## config.mk

```make
export PLATFORM = sky130hd
export DESIGN_NAME = mfd_dispatch
export DESIGN_NICKNAME = d
export VERILOG_FILES = /design/src/logic/mfd_pkg.sv /design/src/logic/mfd_pair_map.sv /design/src/logic/mfd_dispatch.sv
export SDC_FILE = /design/constraint.sdc
export NUM_CORES = 1
export LEC_CHECK = 0
export ABC_AREA = 1
export BUFFER_PORTS_ARGS = -buffer_cell sky130_fd_sc_hd__clkbuf_2
export CAP_MARGIN = 20
export CORE_MARGIN = 10
export CORE_UTILIZATION = 58
export DETAILED_ROUTE_END_ITERATION = 8
export PLACE_DENSITY = 0.9
export SYNTH_ARGS = -nofsm -noshare
export SYNTH_HDL_FRONTEND = slang
export SYNTH_SLANG_ARGS = --single-unit
```

## constraint.sdc

```tcl
create_clock -name clk_i -period 4.25 [get_ports clk_i]
set_input_delay 1.0625 -clock clk_i [delete_from_list [all_inputs] [get_ports clk_i]]
set_output_delay 1.0625 -clock clk_i [all_outputs]
set_load 0.005 [all_outputs]
```

## src/logic/mfd_pkg.sv

```systemverilog
// Constants and types of the request function dispatcher
package mfd_pkg;

	// **********************************************************
	// Function codes
	// **********************************************************
	localparam logic [7:0] MFD_FC_RD_COILS  = 8'h01;
	localparam logic [7:0] MFD_FC_RD_DISC   = 8'h02;
	localparam logic [7:0] MFD_FC_RD_HOLD   = 8'h03;
	localparam logic [7:0] MFD_FC_RD_INPUT  = 8'h04;
	localparam logic [7:0] MFD_FC_WR_COIL   = 8'h05;
	localparam logic [7:0] MFD_FC_WR_REG    = 8'h06;
	localparam logic [7:0] MFD_FC_DIAG      = 8'h08;
	localparam logic [7:0] MFD_FC_WR_COILS  = 8'h0f;
	localparam logic [7:0] MFD_FC_WR_REGS   = 8'h10;
	localparam logic [7:0] MFD_FC_TRANSPORT = 8'h2b;
	localparam logic [7:0] MFD_FC_EXC_FLAG  = 8'h80;

	// **********************************************************
	// Sub-functions and exception codes
	// **********************************************************
	localparam logic [15:0] MFD_DIAG_ECHO   = 16'h0000;
	localparam logic [15:0] MFD_XPORT_CFG_A = 16'h0060;
	localparam logic [15:0] MFD_XPORT_CFG_B = 16'h0081;
	localparam logic [7:0]  MFD_EXC_FUNC    = 8'h01;
	localparam logic [7:0]  MFD_EXC_ADDR    = 8'h02;
	localparam logic [7:0]  MFD_EXC_VALUE   = 8'h03;

	// **********************************************************
	// Register ranges (first and last number, decimal in comment)
	// **********************************************************
	localparam logic [15:0] MFD_DISC_LO  = 16'h03e9; // 1001
	localparam logic [15:0] MFD_DISC_HI  = 16'h07cf; // 1999
	localparam logic [15:0] MFD_COIL_LO  = 16'h07d1; // 2001
	localparam logic [15:0] MFD_COIL_HI  = 16'h0bb7; // 2999
	localparam logic [15:0] MFD_HOLD_LO  = 16'h0bb9; // 3001
	localparam logic [15:0] MFD_HOLD_HI  = 16'h0f9f; // 3999
	localparam logic [15:0] MFD_INPUT_LO = 16'h0fa1; // 4001
	localparam logic [15:0] MFD_INPUT_HI = 16'h1387; // 4999
	localparam logic [15:0] MFD_LONG_LO  = 16'h1f41; // 8001
	localparam logic [15:0] MFD_LONG_HI  = 16'h2133; // 8499
	localparam logic [15:0] MFD_FLT_LO   = 16'h2329; // 9001
	localparam logic [15:0] MFD_FLT_HI   = 16'h270f; // 9999
	localparam logic [15:0] MFD_LONG_ALT = 16'h1389; // 5001
	localparam logic [15:0] MFD_FLT_ALT  = 16'h1771; // 6001

	// **********************************************************
	// Network timing
	// **********************************************************
	localparam int MFD_CLK_HZ        = 200_000_000;
	localparam int MFD_DHCP_RETRY_MS = 1000;
	localparam int MFD_DHCP_RETRY_CYC =
		MFD_DHCP_RETRY_MS * (MFD_CLK_HZ / 1000);

	// **********************************************************
	// Types
	// **********************************************************
	typedef enum logic [2:0] {
		MFD_SP_NONE  = 3'b000,
		MFD_SP_COIL  = 3'b001,
		MFD_SP_DISC  = 3'b010,
		MFD_SP_HOLD  = 3'b011,
		MFD_SP_INPUT = 3'b100,
		MFD_SP_DIAG  = 3'b101,
		MFD_SP_FILE  = 3'b110
	} mfd_space_t;

	typedef enum logic [1:0] {
		MFD_NET_IDLE  = 2'b00,
		MFD_NET_REQ   = 2'b01,
		MFD_NET_WAIT  = 2'b10,
		MFD_NET_BOUND = 2'b11
	} mfd_net_t;

endpackage

```

## src/logic/mfd_pair_map.sv

```systemverilog
// Two-word register number translation to the alternate scheme
`timescale 1ns/1ps
module mfd_pair_map
	import mfd_pkg::*;
(
	input  wire logic [15:0] addr_i,
	input  wire logic [15:0] qty_i,
	output logic      [15:0] map_addr_o,
	output logic      [15:0] map_qty_o,
	output logic             long_o,
	output logic             float_o
);

	logic [15:0] off;

	// **********************************************************
	// Translation
	// **********************************************************
	always_comb begin
		off        = 16'h0000;
		map_addr_o = addr_i;
		map_qty_o  = qty_i;
		long_o     = (addr_i >= MFD_LONG_LO) && (addr_i <= MFD_LONG_HI);
		float_o    = (addr_i >= MFD_FLT_LO) && (addr_i <= MFD_FLT_HI);
		// Each value fills a pair of words, so count and offset double
		if (long_o) begin
			off        = addr_i - MFD_LONG_LO;
			map_addr_o = MFD_LONG_ALT + {off[14:0], 1'b0};
			map_qty_o  = {qty_i[14:0], 1'b0};
		end else if (float_o) begin
			off        = addr_i - MFD_FLT_LO;
			map_addr_o = MFD_FLT_ALT + {off[14:0], 1'b0};
			map_qty_o  = {qty_i[14:0], 1'b0};
		end
	end

endmodule

```

## src/logic/mfd_dispatch.sv

```systemverilog
// Request function dispatcher with network address bring-up
`timescale 1ns/1ps
module mfd_dispatch
	import mfd_pkg::*;
#(
	parameter int DHCP_RETRY_CYC = MFD_DHCP_RETRY_CYC
)
(
	input  wire logic        clk_i,
	input  wire logic        nrst_i,
	input  wire logic        req_valid_i,
	input  wire logic [7:0]  req_func_i,
	input  wire logic [15:0] req_sub_i,
	input  wire logic [15:0] req_addr_i,
	input  wire logic [15:0] req_qty_i,
	input  wire logic [15:0] req_data_i,
	input  wire logic        link_up_i,
	input  wire logic        static_ip_i,
	input  wire logic        dhcp_ack_i,
	output logic             rsp_valid_o,
	output logic             rsp_ok_o,
	output logic [7:0]       rsp_func_o,
	output logic [7:0]       rsp_exc_o,
	output logic [2:0]       rsp_space_o,
	output logic [15:0]      rsp_addr_o,
	output logic [15:0]      rsp_qty_o,
	output logic [15:0]      rsp_data_o,
	output logic             rsp_wide_o,
	output logic             dhcp_req_o,
	output logic             net_ready_o
);

	// **********************************************************
	// State
	// **********************************************************
	typedef struct packed {
		logic        rsp_valid;
		logic        rsp_ok;
		logic [7:0]  rsp_func;
		logic [7:0]  rsp_exc;
		mfd_space_t  rsp_space;
		logic [15:0] rsp_addr;
		logic [15:0] rsp_qty;
		logic [15:0] rsp_data;
		logic        rsp_wide;
		mfd_net_t    net_st;
		logic        dhcp_req;
		logic        net_ready;
		logic [31:0] retry_cnt;
	} mfd_state_t;

	localparam logic [31:0] RETRY_LAST = 32'(DHCP_RETRY_CYC - 1);

	mfd_state_t  st_r;
	mfd_state_t  st_nxt;
	logic [15:0] map_addr;
	logic [15:0] map_qty;
	logic        is_long;
	logic        is_float;

	mfd_pair_map u_map (
		.addr_i     (req_addr_i),
		.qty_i      (req_qty_i),
		.map_addr_o (map_addr),
		.map_qty_o  (map_qty),
		.long_o     (is_long),
		.float_o    (is_float)
	);

	function automatic logic fits(input logic [15:0] lo,
	                              input logic [15:0] hi,
	                              input logic [15:0] a,
	                              input logic [16:0] e);
		fits = (a >= lo) && (e <= {1'b0, hi});
	endfunction

	// **********************************************************
	// Next state
	// **********************************************************
	logic [16:0] last_multi;
	logic [16:0] last_one;
	logic        ok;
	logic        bad_qty;
	logic        wide;
	logic [7:0]  exc;
	mfd_space_t  space;

	always_comb begin
		st_nxt     = st_r;
		last_multi = {1'b0, req_addr_i} + {1'b0, req_qty_i} - 17'h00001;
		last_one   = {1'b0, req_addr_i};
		ok         = 1'b0;
		bad_qty    = 1'b0;
		wide       = 1'b0;
		exc        = MFD_EXC_ADDR;
		space      = MFD_SP_NONE;

		case (req_func_i)
		MFD_FC_RD_COILS, MFD_FC_WR_COILS: begin
			bad_qty = (req_qty_i == 16'h0000);
			ok = fits(MFD_COIL_LO, MFD_COIL_HI, req_addr_i,
			          last_multi);
			space = MFD_SP_COIL;
		end
		MFD_FC_WR_COIL: begin
			ok = fits(MFD_COIL_LO, MFD_COIL_HI, req_addr_i,
			          last_one);
			space = MFD_SP_COIL;
		end
		MFD_FC_RD_DISC: begin
			bad_qty = (req_qty_i == 16'h0000);
			ok = fits(MFD_DISC_LO, MFD_DISC_HI, req_addr_i,
			          last_multi);
			space = MFD_SP_DISC;
		end
		MFD_FC_RD_HOLD, MFD_FC_WR_REGS: begin
			bad_qty = (req_qty_i == 16'h0000);
			ok = fits(MFD_HOLD_LO, MFD_HOLD_HI, req_addr_i, last_multi)
			  || fits(MFD_LONG_LO, MFD_LONG_HI, req_addr_i, last_multi)
			  || fits(MFD_FLT_LO, MFD_FLT_HI, req_addr_i,
			          last_multi);
			space = MFD_SP_HOLD;
			wide  = is_long || is_float;
		end
		MFD_FC_RD_INPUT: begin
			bad_qty = (req_qty_i == 16'h0000);
			ok = fits(MFD_INPUT_LO, MFD_INPUT_HI, req_addr_i, last_multi)
			  || fits(MFD_LONG_LO, MFD_LONG_HI, req_addr_i, last_multi)
			  || fits(MFD_FLT_LO, MFD_FLT_HI, req_addr_i,
			          last_multi);
			space = MFD_SP_INPUT;
			wide  = is_long || is_float;
		end
		MFD_FC_WR_REG: begin
			// Half of a word pair can never be written alone
			ok = fits(MFD_HOLD_LO, MFD_HOLD_HI, req_addr_i,
			          last_one);
			space = MFD_SP_HOLD;
		end
		MFD_FC_DIAG: begin
			ok    = (req_sub_i == MFD_DIAG_ECHO);
			exc   = MFD_EXC_FUNC;
			space = MFD_SP_DIAG;
		end
		MFD_FC_TRANSPORT: begin
			ok    = (req_sub_i == MFD_XPORT_CFG_A)
			     || (req_sub_i == MFD_XPORT_CFG_B);
			exc   = MFD_EXC_FUNC;
			space = MFD_SP_FILE;
		end
		default: begin
			exc = MFD_EXC_FUNC;
		end
		endcase

		if (bad_qty) begin
			ok  = 1'b0;
			exc = MFD_EXC_VALUE;
		end

		st_nxt.rsp_valid = req_valid_i;
		if (req_valid_i) begin
			st_nxt.rsp_ok    = ok;
			st_nxt.rsp_exc   = ok ? 8'h00 : exc;
			st_nxt.rsp_func  = ok ? req_func_i
			                      : (req_func_i | MFD_FC_EXC_FLAG);
			st_nxt.rsp_space = ok ? space : MFD_SP_NONE;
			st_nxt.rsp_wide  = ok && wide;
			// Pair doubling assumes the count is in whole values
			st_nxt.rsp_addr  = (ok && wide) ? map_addr : req_addr_i;
			st_nxt.rsp_qty   = (ok && wide) ? map_qty : req_qty_i;
			st_nxt.rsp_data  = req_data_i;
		end

		// Network bring-up; static mode skips address negotiation
		st_nxt.dhcp_req = 1'b0;
		case (st_r.net_st)
		MFD_NET_IDLE: begin
			st_nxt.net_ready = 1'b0;
			if (link_up_i) begin
				st_nxt.net_st = static_ip_i ? MFD_NET_BOUND
				                            : MFD_NET_REQ;
				st_nxt.net_ready = static_ip_i;
			end
		end
		MFD_NET_REQ: begin
			st_nxt.dhcp_req  = 1'b1;
			st_nxt.retry_cnt = 32'h00000000;
			st_nxt.net_st    = MFD_NET_WAIT;
		end
		MFD_NET_WAIT: begin
			if (dhcp_ack_i) begin
				st_nxt.net_st    = MFD_NET_BOUND;
				st_nxt.net_ready = 1'b1;
			end else if (st_r.retry_cnt == RETRY_LAST) begin
				st_nxt.net_st = MFD_NET_REQ;
			end else begin
				st_nxt.retry_cnt = st_r.retry_cnt + 32'h00000001;
			end
		end
		MFD_NET_BOUND: begin
			st_nxt.net_ready = 1'b1;
		end
		default: begin
			st_nxt.net_st = MFD_NET_IDLE;
		end
		endcase
		// Losing the link drops the lease; a new one is fetched later
		if (!link_up_i) begin
			st_nxt.net_st    = MFD_NET_IDLE;
			st_nxt.net_ready = 1'b0;
			st_nxt.dhcp_req  = 1'b0;
		end
	end

	// **********************************************************
	// Registers
	// **********************************************************
	always_ff @(posedge clk_i) begin
		if (!nrst_i) begin
			st_r           <= '0;
			st_r.rsp_space <= MFD_SP_NONE;
			st_r.net_st    <= MFD_NET_IDLE;
		end else begin
			st_r <= st_nxt;
		end
	end

	assign rsp_valid_o = st_r.rsp_valid;
	assign rsp_ok_o    = st_r.rsp_ok;
	assign rsp_func_o  = st_r.rsp_func;
	assign rsp_exc_o   = st_r.rsp_exc;
	assign rsp_space_o = st_r.rsp_space;
	assign rsp_addr_o  = st_r.rsp_addr;
	assign rsp_qty_o   = st_r.rsp_qty;
	assign rsp_data_o  = st_r.rsp_data;
	assign rsp_wide_o  = st_r.rsp_wide;
	assign dhcp_req_o  = st_r.dhcp_req;
	assign net_ready_o = st_r.net_ready;

endmodule

```

==> results.md, run 1 <==
* Status: finished clean
* Vias at approximately 10k
* Final Hold Vio Count at 0
* Layout cells sized above 1 at about 16%
* CTS clk-pin slew, worst paths at roughly 0.070 ns
* Vias per cell at between 5 and 6
* HP Start: rsp_addr_o[10]
* Sequential-to-total area share from yosys stat at a little over a fifth
* Crit path DAT at between 4 and 5 ns
* Lkg Pwr at between 4 and 5 nW
* Clock period minus worst slack at roughly 4.1 ns
* Largest net degree at the start of global routing at between 60 and 70
* WL/cell at around 16 µm
* Antenna violations before repair at 0
* Synth warnings at 0
* Die extent in x at roughly 150 µm
* Final GP Congestion at roughly 0.99
* Root buf cell: clkbuf_16
* Num Clock Sinks at 100
* Relative slew slack at between 30% and 40%
* Die area at between 20000 and 25000 µm²
* FF-to-FF path depth at 15
* Worst-path fanout max at 13
* Clk_lat worst skew at around 0.34 ns
* CTS tree: done
* Hold Path End: rsp_addr_o[10]
* Worst Clk Skew at ~0.0053 ns
* Fillcell total at ~1.5k
* Commonest non-fill, non-tap cells in the layout: nand2_1, inv_1, nor2_1, clkbuf_2, nand3_1
* Initial Util at around three fifths
* First-pass GRT wire length at roughly 47000 µm
* CORE AREA at roughly 15000 µm²
* Synth cell types at between 40 and 50
* Final Cycle Share at roughly 96%
* Post-Synthesis Cells at about 1.6k
* Actual slew at the worst max-slew pin at around 1 ns
* Worst r2r src: st_r[0]
* Drt pass-1 iters at 6
* Grt ovf at 0
* Maxcap violations at 0
* Port-buffer cells at ~140
* Hold Path Depth at 2
* Area growth syn-to-layout at 12.9%
* Sequential cell area at roughly 2000 µm²
* EDFF count, synth at 0
* Worst r2r dst: st_r[14]
* R2R setup slack at 1.15 ns
* CTS H-Tree Depth at 3
* Total GRT Usage at around 26%
* Die H at between 100 and 150 µm
* Final setup vio count at 0
* HPWL Detailed at approximately 23000 µm
* Pwr/cell area at between 200 and 300 nW/µm²
* Clk buf depth at 2
* Row count at between 40 and 50
* Min Hold Slack at between 0.4 and 0.5 ns
* Starting DRT DRC Count at 1018
* Main synth FF type: dfxtp_1
* Fmax achieved at 0.246 GHz
* Fin util at about two thirds
* Number of buffers created by CTS at 9
* Seq cells post-synth at 100
* Nets at 1770
* Post-DRT Antenna Nets at 0
* Nature of the critical path endpoint: flop
* Post-synth ARST share at 0%
* IO Count at 150
* Max-slew violation count at 0
* Area of the multi-input gates at 5820 µm²
* Most common cell after layout, fill and taps aside: nand2_1
* Netlist Area Pre-Place at 9150 µm²
* # DRC at 0
* Type of the most critical hold path: reg2reg
* Startpoint types: input pin
* Worst vdd ir at approximately 0.23 mV
* Cts-stage hold buffer count at 0
* Worst endpoint required time at between 4 and 5 ns
* Number of global-route vias before repair at about 9.6k
* Syn Area/Cell at between 5 and 6 µm²
* Wirelength, routed at 29400 µm
* Crit path kind: in2reg
where the power goes:
part           internal (W)  switching [W]  total, W
clock              0.000540       0.000371  0.000911
sequential         0.000973      0.0000204  0.000993
combinational      0.000325       0.000619  0.000944
stage by stage:
stage	TNS [ns]	worst slack (ns)	cells	area (µm²)	total power, W
2_1_floorplan	0	0.408	1563	9170	0.00165
3_3_place_gp	-0.106	-0.0233	1845	9790	0.00187
3_5_place_dp	-1.50	-0.0766	1845	9790	0.00188
4_1_cts	0	0.225	1861	10100	0.00279
5_1_grt	-0.462	-0.0662	1866	10300	0.00302
6_report	0	0.178	1867	10300	0.00285
layer usage:
layer	GRT usage, %	share of wire (%)	vias to the layer above
met1	32.0	41	4710
met5	0	0	-
li1	-	-	5175
met3	5.68	8.4	88
met4	9.71	3.9	0
met2	43.3	46	496
sequential cells by signal, indices dropped and copies added, names as in the netlist:
register     flops
st_r            34
rsp_addr_o      16
rsp_data_o      16
rsp_qty_o       16
rsp_func_o       8
rsp_space_o      3
rsp_exc_o        2
dhcp_req_o       1
net_ready_o      1
rsp_ok_o         1
rsp_valid_o      1
rsp_wide_o       1
critical path: stages:
cell      delay, ns
clkbuf_2       0.12
inv_1          0.11
ha_1           0.30
inv_1          0.05
ha_2           0.41
inv_2          0.05
nand2_1        0.14
nand3_1        0.14
nand2_1        0.14
nand2_1        0.07
nand2_1        0.18
nand2_1        0.11
o21bai_1       0.15
nand3_1        0.10
nand2_1        0.07
nand3_1        0.06
nand4_1        0.10
nand2_1        0.07
nand2_2        0.13
nand3_4        0.19
buf_12         0.23
nand2_1        0.06
nand3_1        0.11
a21oi_1        0.17
cells by family after synthesis:
logic type / after synthesis / share of synthesized area, %
flip-flops: 100 / 21.9
buffers and inverters: 317 / 16.1
AND/OR/NAND/NOR: 862 / 40.9
XOR/XNOR: 33 / 3.16
other: 1 / 0.0410
adder cells (fa/ha/maj): 42 / 5.82
AO/OA/AOI/OAI: 203 / 12.1
cell usage after synthesis (2+ instances only):
master	number	area (µm²)
and2_1	3	18.8
clkbuf_1	30	113
a211oi_1	6	45.0
or2_2	2	12.5
inv_1	190	713
nand3_1	119	596
nand3_2	2	20.0
o22ai_1	3	18.8
o21a_1	2	15.0
a221oi_1	2	17.5
clkinv_1	5	18.8
a31oi_1	4	25.0
nor2_1	166	623
buf_1	6	22.5
nor4_1	23	144
nand2_1	432	1620
nor3_1	32	160
o211ai_1	5	37.5
dfxtp_1	100	2000
xnor2_1	10	87.6
o21ai_0	69	345
o211a_1	2	20.0
o311ai_0	2	17.5
nor2_2	8	50.1
buf_6	3	33.8
buf_2	10	50.1
nand4_1	57	357
nand3b_1	7	52.6
ha_1	41	513
a21oi_1	97	485
xor2_1	23	201
nand2_2	6	37.5
inv_2	6	22.5
buf_4	67	503
o21ai_1	2	10.0
o21bai_1	3	22.5
area by class of cell:
cell class	instances	share of cell area (%)
repair buffers	192	11.2
flip-flops and latches	100	19.4
inverters	201	7.30
clock buffers	10	2.31
multi-input cells	1146	56.4
well taps	211	2.56
clock inverters	6	0.908
diodes	1	0.0242
worst max path at each step:
stage / to / from / slack (ns) / cells past startpoint
final: rsp_qty_o[15] / req_qty_i[3] / 0.18 / 24
after global routing: rsp_qty_o[15] / req_addr_i[1] / -0.07 / 29
after CTS: rsp_addr_o[15] / req_addr_i[1] / 0.22 / 25
after detailed placement: rsp_addr_o[14] / req_addr_i[1] / -0.08 / 26
after global placement: rsp_addr_o[14] / req_addr_i[1] / -0.02 / 26
after floorplan: rsp_func_o[7] / req_addr_i[5] / 0.41 / 25
what timing repair did:
item / 4_1_cts / 5_1_grt
setup buffers: 0 / 2
setup endpoints to repair: 0 / 40
resized for setup: 0 / 44
No activity file was read; power rests on OpenSTA's default activity.
==> inputs of run 2 (changes only) <==
- REMOVE_ABC_BUFFERS: not set -> 1
==> run 2 against run 1 <==
Net effect: design area is 0.25% higher; clock skew is 0.0051 ns higher; utilization up 0.17 points; die area did not move; register-to-register slack improved by 0.19 ns; cell count rose by 0.64%; critical path depth is the same; largest cell class unchanged; largest power group unchanged.
==> results.md, run 2 (same netlist as run 1, synthesis figures left out) <==
* Status: finished clean
* Die extent in x at 146 µm
* Grt ovf at 0
* Sw power at approximately 0.0011 W
* Commonest non-fill, non-tap cells in the layout: nand2_1, inv_1, nor2_1, clkbuf_2, nand3_1
* CTS H-Tree Depth at 3
* Starting DRT DRC Count at 941
* Area growth syn-to-layout at 13.2%
* Total GRT Usage at roughly a quarter
* Clock power share at between 30% and 40%
* Cts-stage hold buffer count at 0
* P_int at approximately 0.0018 W
* CTS tree: done
* WL/cell at about 16 µm
* Initial Util at between 50% and 60%
* Startpoint types: input pin
* Die H at between 100 and 150 µm
* Fillcell total at between 1k and 1.5k
* Reg with most FFs: st_r
* Max reg flops at 34
* Vias at about 10k
* Number of buffers created by CTS at 9
* # DRC at 0
* Crit path kind: in2reg
* # resized after CTS at 0
* Nature of the critical path endpoint: flop
* Final setup vio count at 0
* IO Count at 150
* CORE AREA at 15300 µm²
* Wirelength, routed at 30200 µm
* Cell family contributing the most delay on the critical path: simple AND/OR/NAND/NOR gates
* Combinational group share of total power at between 30 and 40%
* Setup ws final at about 0.23 ns
* Num Clock Sinks at 100
* Worst-path fanout max at 8
* Port-buffer cells at around 140
* Max-slew violation count at 0
* Worst Clk Skew at 0.0104 ns
* CTS clk-pin slew, worst paths at about 0.07 ns
* Crit path top cell by count: nand2_1
* Postcts setup bufs at 0
* CP Buf/Inv Count at 5
* Crit path DAT at around 4.2 ns
* Pwr/cell area at 274 nW/µm²
* Worst path cell trace: clkbuf_2 -> inv_1 -> ha_1 -> inv_1 -> ha_1 -> nand2_1 -> nor3_1 -> and2_1 -> nand2_1 -> nand3_2 -> nand2_1 -> inv_2 -> nand2_1 -> nor2_1 -> nand3_1 -> nand2_1 -> o21bai_1 -> nor2_1 -> nand2_4 -> nand3_4 -> clkbuf_16 -> nand2_1 -> nand3_1 -> a21oi_1
* CP max stage cell: ha_1
* Worst vdd ir at roughly 0.21 mV
* DP Area at around 9900 µm²
* Final GP Congestion at just under 1
* Design area at 10400 µm²
* Actual slew at the worst max-slew pin at between 1 and 1.5 ns
* Die area at roughly 21000 µm²
* Setup Slack @ Placement at -0.109 ns
* Type of the most critical hold path: reg2reg
* Biggest cell delay along the critical path at 0.36 ns
* Maxcap violations at 0
* Min Hold Slack at around 0.46 ns
* Post-DRT Antenna Nets at 0
* Fmax achieved at between 0.2 and 0.25 GHz
* Final Hold Vio Count at 0
* Vias per cell at ~5.6
* Sequential Power Share at 34.9%
* First-pass GRT wire length at 48300 µm
* Layout cells sized above 1 at 16.4%
* Antenna violations before repair at 0
* # diodes at 0
* Worst endpoint required time at ~4.5 ns
* PnR Total Power at 0.00284 W
* Root buf cell: clkbuf_16
* Final Cycle Share at between 90% and 100%
* Most common cell after layout, fill and taps aside: nand2_1
* Number of global-route vias before repair at just under 10k
* Nets at 1783
* Switching Fraction at between 30% and 40%
* Row count at 45
* Lkg Pwr at a little under 5 nW
* Relative slew slack at between 20 and 30%
* Final setup TNS at 0 ns
* Largest net degree at the start of global routing at 65
* Drt pass-1 iters at 6
* Clk buf depth at 2
* HPWL Detailed at between 20000 and 25000 µm
* Clock period minus worst slack at 4.02 ns
* Clk_lat worst skew at approximately 0.36 ns
-- run 2: cell types whose count changed in the layout (fill, tap and decap cells not counted), sizes merged --
| cell | previous run | this run |
|---|---|---|
| clkinv | 6 | 7 |
| buf | 48 | 61 |
| clkinvlp | 0 | 3 |
| bufinv | 2 | 1 |
| inv | 199 | 197 |
| diode | 1 | 0 |
| clkbuf | 154 | 153 |
-- run 2: tightest hold or removal path, cell delays in order (launching register included) --
cell and delay (ns):
dfxtp_1 0.31, nand2_1 0.06, a21oi_1 0.05
-- run 2: layer usage --
metal	vias up	wire length, µm	part of all wire, %	GRT usage (%)
met5	-	0	0	0
met1	4785	12700	42	32.3
li1	5206	-	-	-
met3	67	2290	7.6	5.68
met4	0	1060	3.5	9.86
met2	433	14200	47	45.3
-- run 2: path summary, 6_finish.rpt --
path | start | to | slack [ns] | depth (start not counted)
setup reg to reg | st_r[0] | st_r[14] | 1.34 | 15
hold / removal | rsp_addr_o[10] | rsp_addr_o[10] | 0.46 | 2
setup / recovery | req_qty_i[13] | rsp_addr_o[3] | 0.23 | 24
hold reg to reg | rsp_addr_o[10] | rsp_addr_o[10] | 0.46 | 2
-- run 2: through the flow --
step,cells,utilization (%)
floorplan,1447,-
finish,1879,67.6
CTS,1878,66.7
global route,1879,67.6
global placement,1862,64.7
detailed placement,1862,64.7
-- run 2: power groups by stage --
stage / logic (W) / clock network, W / registers [W]
3_3_place_gp: 0.000902 / 0 / 0.00101
5_1_grt: 0.00108 / 0.000924 / 0.000996
3_5_place_dp: 0.000909 / 0 / 0.00101
2_1_floorplan: 0.000568 / 0 / 0.00101
4_1_cts: 0.000914 / 0.000893 / 0.000992
6_report: 0.000964 / 0.000886 / 0.000992
-- run 2: area by class of cell --
type	count	area (µm²)	area share [%]
Sequential cell	100	2000	19.3
Inverter	201	754	7.28
Multi-Input combinational cell	1146	5800	56.0
Timing Repair Buffer	205	1230	11.8
Clock inverter	7	83.8	0.809
Clock buffer	9	225	2.17
Tap cell	211	264	2.55
==> inputs of run 3 (changes only) <==
- CORE_ASPECT_RATIO: not set -> 1.75
- CTS_BUF_LIST: not set -> sky130_fd_sc_hd__clkbuf_8 sky130_fd_sc_hd__clkbuf_16
==> run 3 against run 2 <==
Net effect: sequential share of layout area is essentially flat; via count rose by 2.7%; combinational power increased by 3.1%; critical path type unchanged; maximum frequency is 0.33% lower; highest routed layer unchanged.
==> results.md, run 3 (same netlist as run 1, synthesis figures left out) <==
* Status: finished clean
* Type of the most critical hold path: reg2reg
* Final GP Congestion at about 1.1
* Initial Util at 59.2%
* Most common cell after layout, fill and taps aside: nand2_1
* # DRC at 0
* Max-slew violation count at 0
* Pwr/cell area at approximately 270 nW/µm²
* Actual slew at the worst max-slew pin at between 0.9 and 1 ns
* First-pass GRT wire length at 52200 µm
* Post-DRT Antenna Nets at 0
* Clock period minus worst slack at 4.03 ns
* Nature of the critical path endpoint: flop
* Root buf cell: clkbuf_16
* Clk_lat worst skew at roughly 0.35 ns
* Die H at roughly 190 µm
* IO Count at 150
* Largest net degree at the start of global routing at between 60 and 70
* Max reg flops at 34
* Setup ws final at approximately 0.22 ns
* Placed Instances at 1855
* Die area at ~21000 µm²
* R2R setup slack at ~1.1 ns
* Worst r2r dst: st_r[11]
* CORE AREA at between 15000 and 20000 µm²
* Maxcap violations at 0
* Layout cells sized above 1 at 16.6%
* Starting DRT DRC Count at around 1.1k
* Postcts setup bufs at 0
* Fmax achieved at 0.248 GHz
* WL/cell at approximately 18 µm
* Hold Path Depth at 2
* CP Launch Point: req_qty_i[5]
* Worst Clk Skew at around 0.0078 ns
* Commonest non-fill, non-tap cells in the layout: nand2_1, inv_1, nor2_1, clkbuf_2, nand3_1
* Row count at 60
* Final setup vio count at 0
* # diodes at 0
* Worst vdd ir at around 0.19 mV
* Startpoint types: input pin
* Relative slew slack at between 30% and 40%
* CTS clk-pin slew, worst paths at ~0.070 ns
* HPWL Detailed at between 20000 and 30000 µm
* Vias at about 11k
* Vias per cell at a little under 6
* Worst endpoint required time at roughly 4.5 ns
* Num Clock Sinks at 100
* Setup Slack @ Placement at -0.109 ns
* Area growth syn-to-layout at 12.9%
* HP Start: rsp_qty_o[12]
* Crit path kind: in2reg
* Number of buffers created by CTS at 9
* Die extent in x at between 100 and 150 µm
* Hold Path End: rsp_qty_o[12]
* Final Cycle Share at between 90% and 100%
* Drt pass-1 iters at 6
* Reg with most FFs: st_r
* Final Hold Vio Count at 0
* CTS tree: done
* Total GRT Usage at between 30% and 40%
* Worst r2r src: st_r[9]
* Lkg Pwr at roughly 5 nW
* Number of global-route vias before repair at 10.4k
* CTS H-Tree Depth at 3
* Antenna violations before repair at 0
* Clk buf depth at 2
* FF-to-FF path depth at 11
* Port-buffer cells at approximately 140
* Grt ovf at 0
* Wirelength, routed at 33600 µm
* Worst-path fanout max at 22
* Nets at approximately 1.8k
* Non-Filler Instances at between 1.5k and 2k
* Crit path DAT at between 4 and 5 ns
* Cts-stage hold buffer count at 0
[run 3: repair_timing]
item                                    4_1_cts  5_1_grt
gates resized for setup                       0       18
endpoints found under the hold margin         0        0
endpoints found under the setup margin        0       39
[run 3: worst max path at each step]
stage | to
after global placement | rsp_qty_o[8]
after CTS | rsp_addr_o[3]
final | rsp_addr_o[3]
after global routing | rsp_func_o[7]
after floorplan | rsp_qty_o[0]
after detailed placement | rsp_qty_o[4]
[run 3: final cells by class]
class                           count  area [µm²]
Multi-Input combinational cell   1146        5740
Fill cell                        1483        5130
Sequential cell                   100        2000
Timing Repair Buffer              222        1330
Inverter                          201         754
Tap cell                          186         233
Clock buffer                        9         225
Clock inverter                      7        52.6
[run 3: stage by stage]
stage	hold WS (ns)	setup TNS [ns]	total power (W)	instance area, µm²	utilization [%]
after floorplan	0.455	0	0.00158	8450	-
after global placement	0.452	-0.979	0.00196	10000	64.7
after CTS	0.469	0	0.00273	10300	66.5
after global routing	0.487	-0.00132	0.00292	10300	66.8
final	0.469	0	0.00276	10300	66.8
after detailed placement	0.458	-2.97	0.00198	10000	64.7
[run 3: power breakdown]
group / total (W) / switching [W] / internal [W]
combinational: 0.000994 / 0.000644 / 0.000350
clock: 0.000768 / 0.000369 / 0.000399
sequential: 0.000997 / 0.0000243 / 0.000973
total: 0.00276 / 0.00104 / 0.00172
[run 3: metal layers]
metal  up-vias  wire length, µm  global-route usage (%)
li1       5253                -                       -
met1      4859            11400                    29.3
met2       514            17500                    55.1
met3       152             1730                    4.04
met4         0             3060                    25.7
met5         -                0                       0
[run 3: critical path: stages]
cell and delay (ns):
clkbuf_2 0.11, inv_1 0.11, ha_1 0.29, inv_1 0.04, ha_1 0.35, nand2_1 0.13, nor2_1 0.21, nand3_1 0.22
nand2_1 0.15, nand2_1 0.10, nand3_2 0.09, nand2_1 0.11, inv_2 0.07, nand4_1 0.12, nor2_1 0.11, nand2_1 0.06
a21oi_1 0.17, nor2_2 0.08, nand2_4 0.11, nand3_4 0.09, buf_12 0.17, nand2_1 0.06, nand3_1 0.09, a21oi_2 0.16
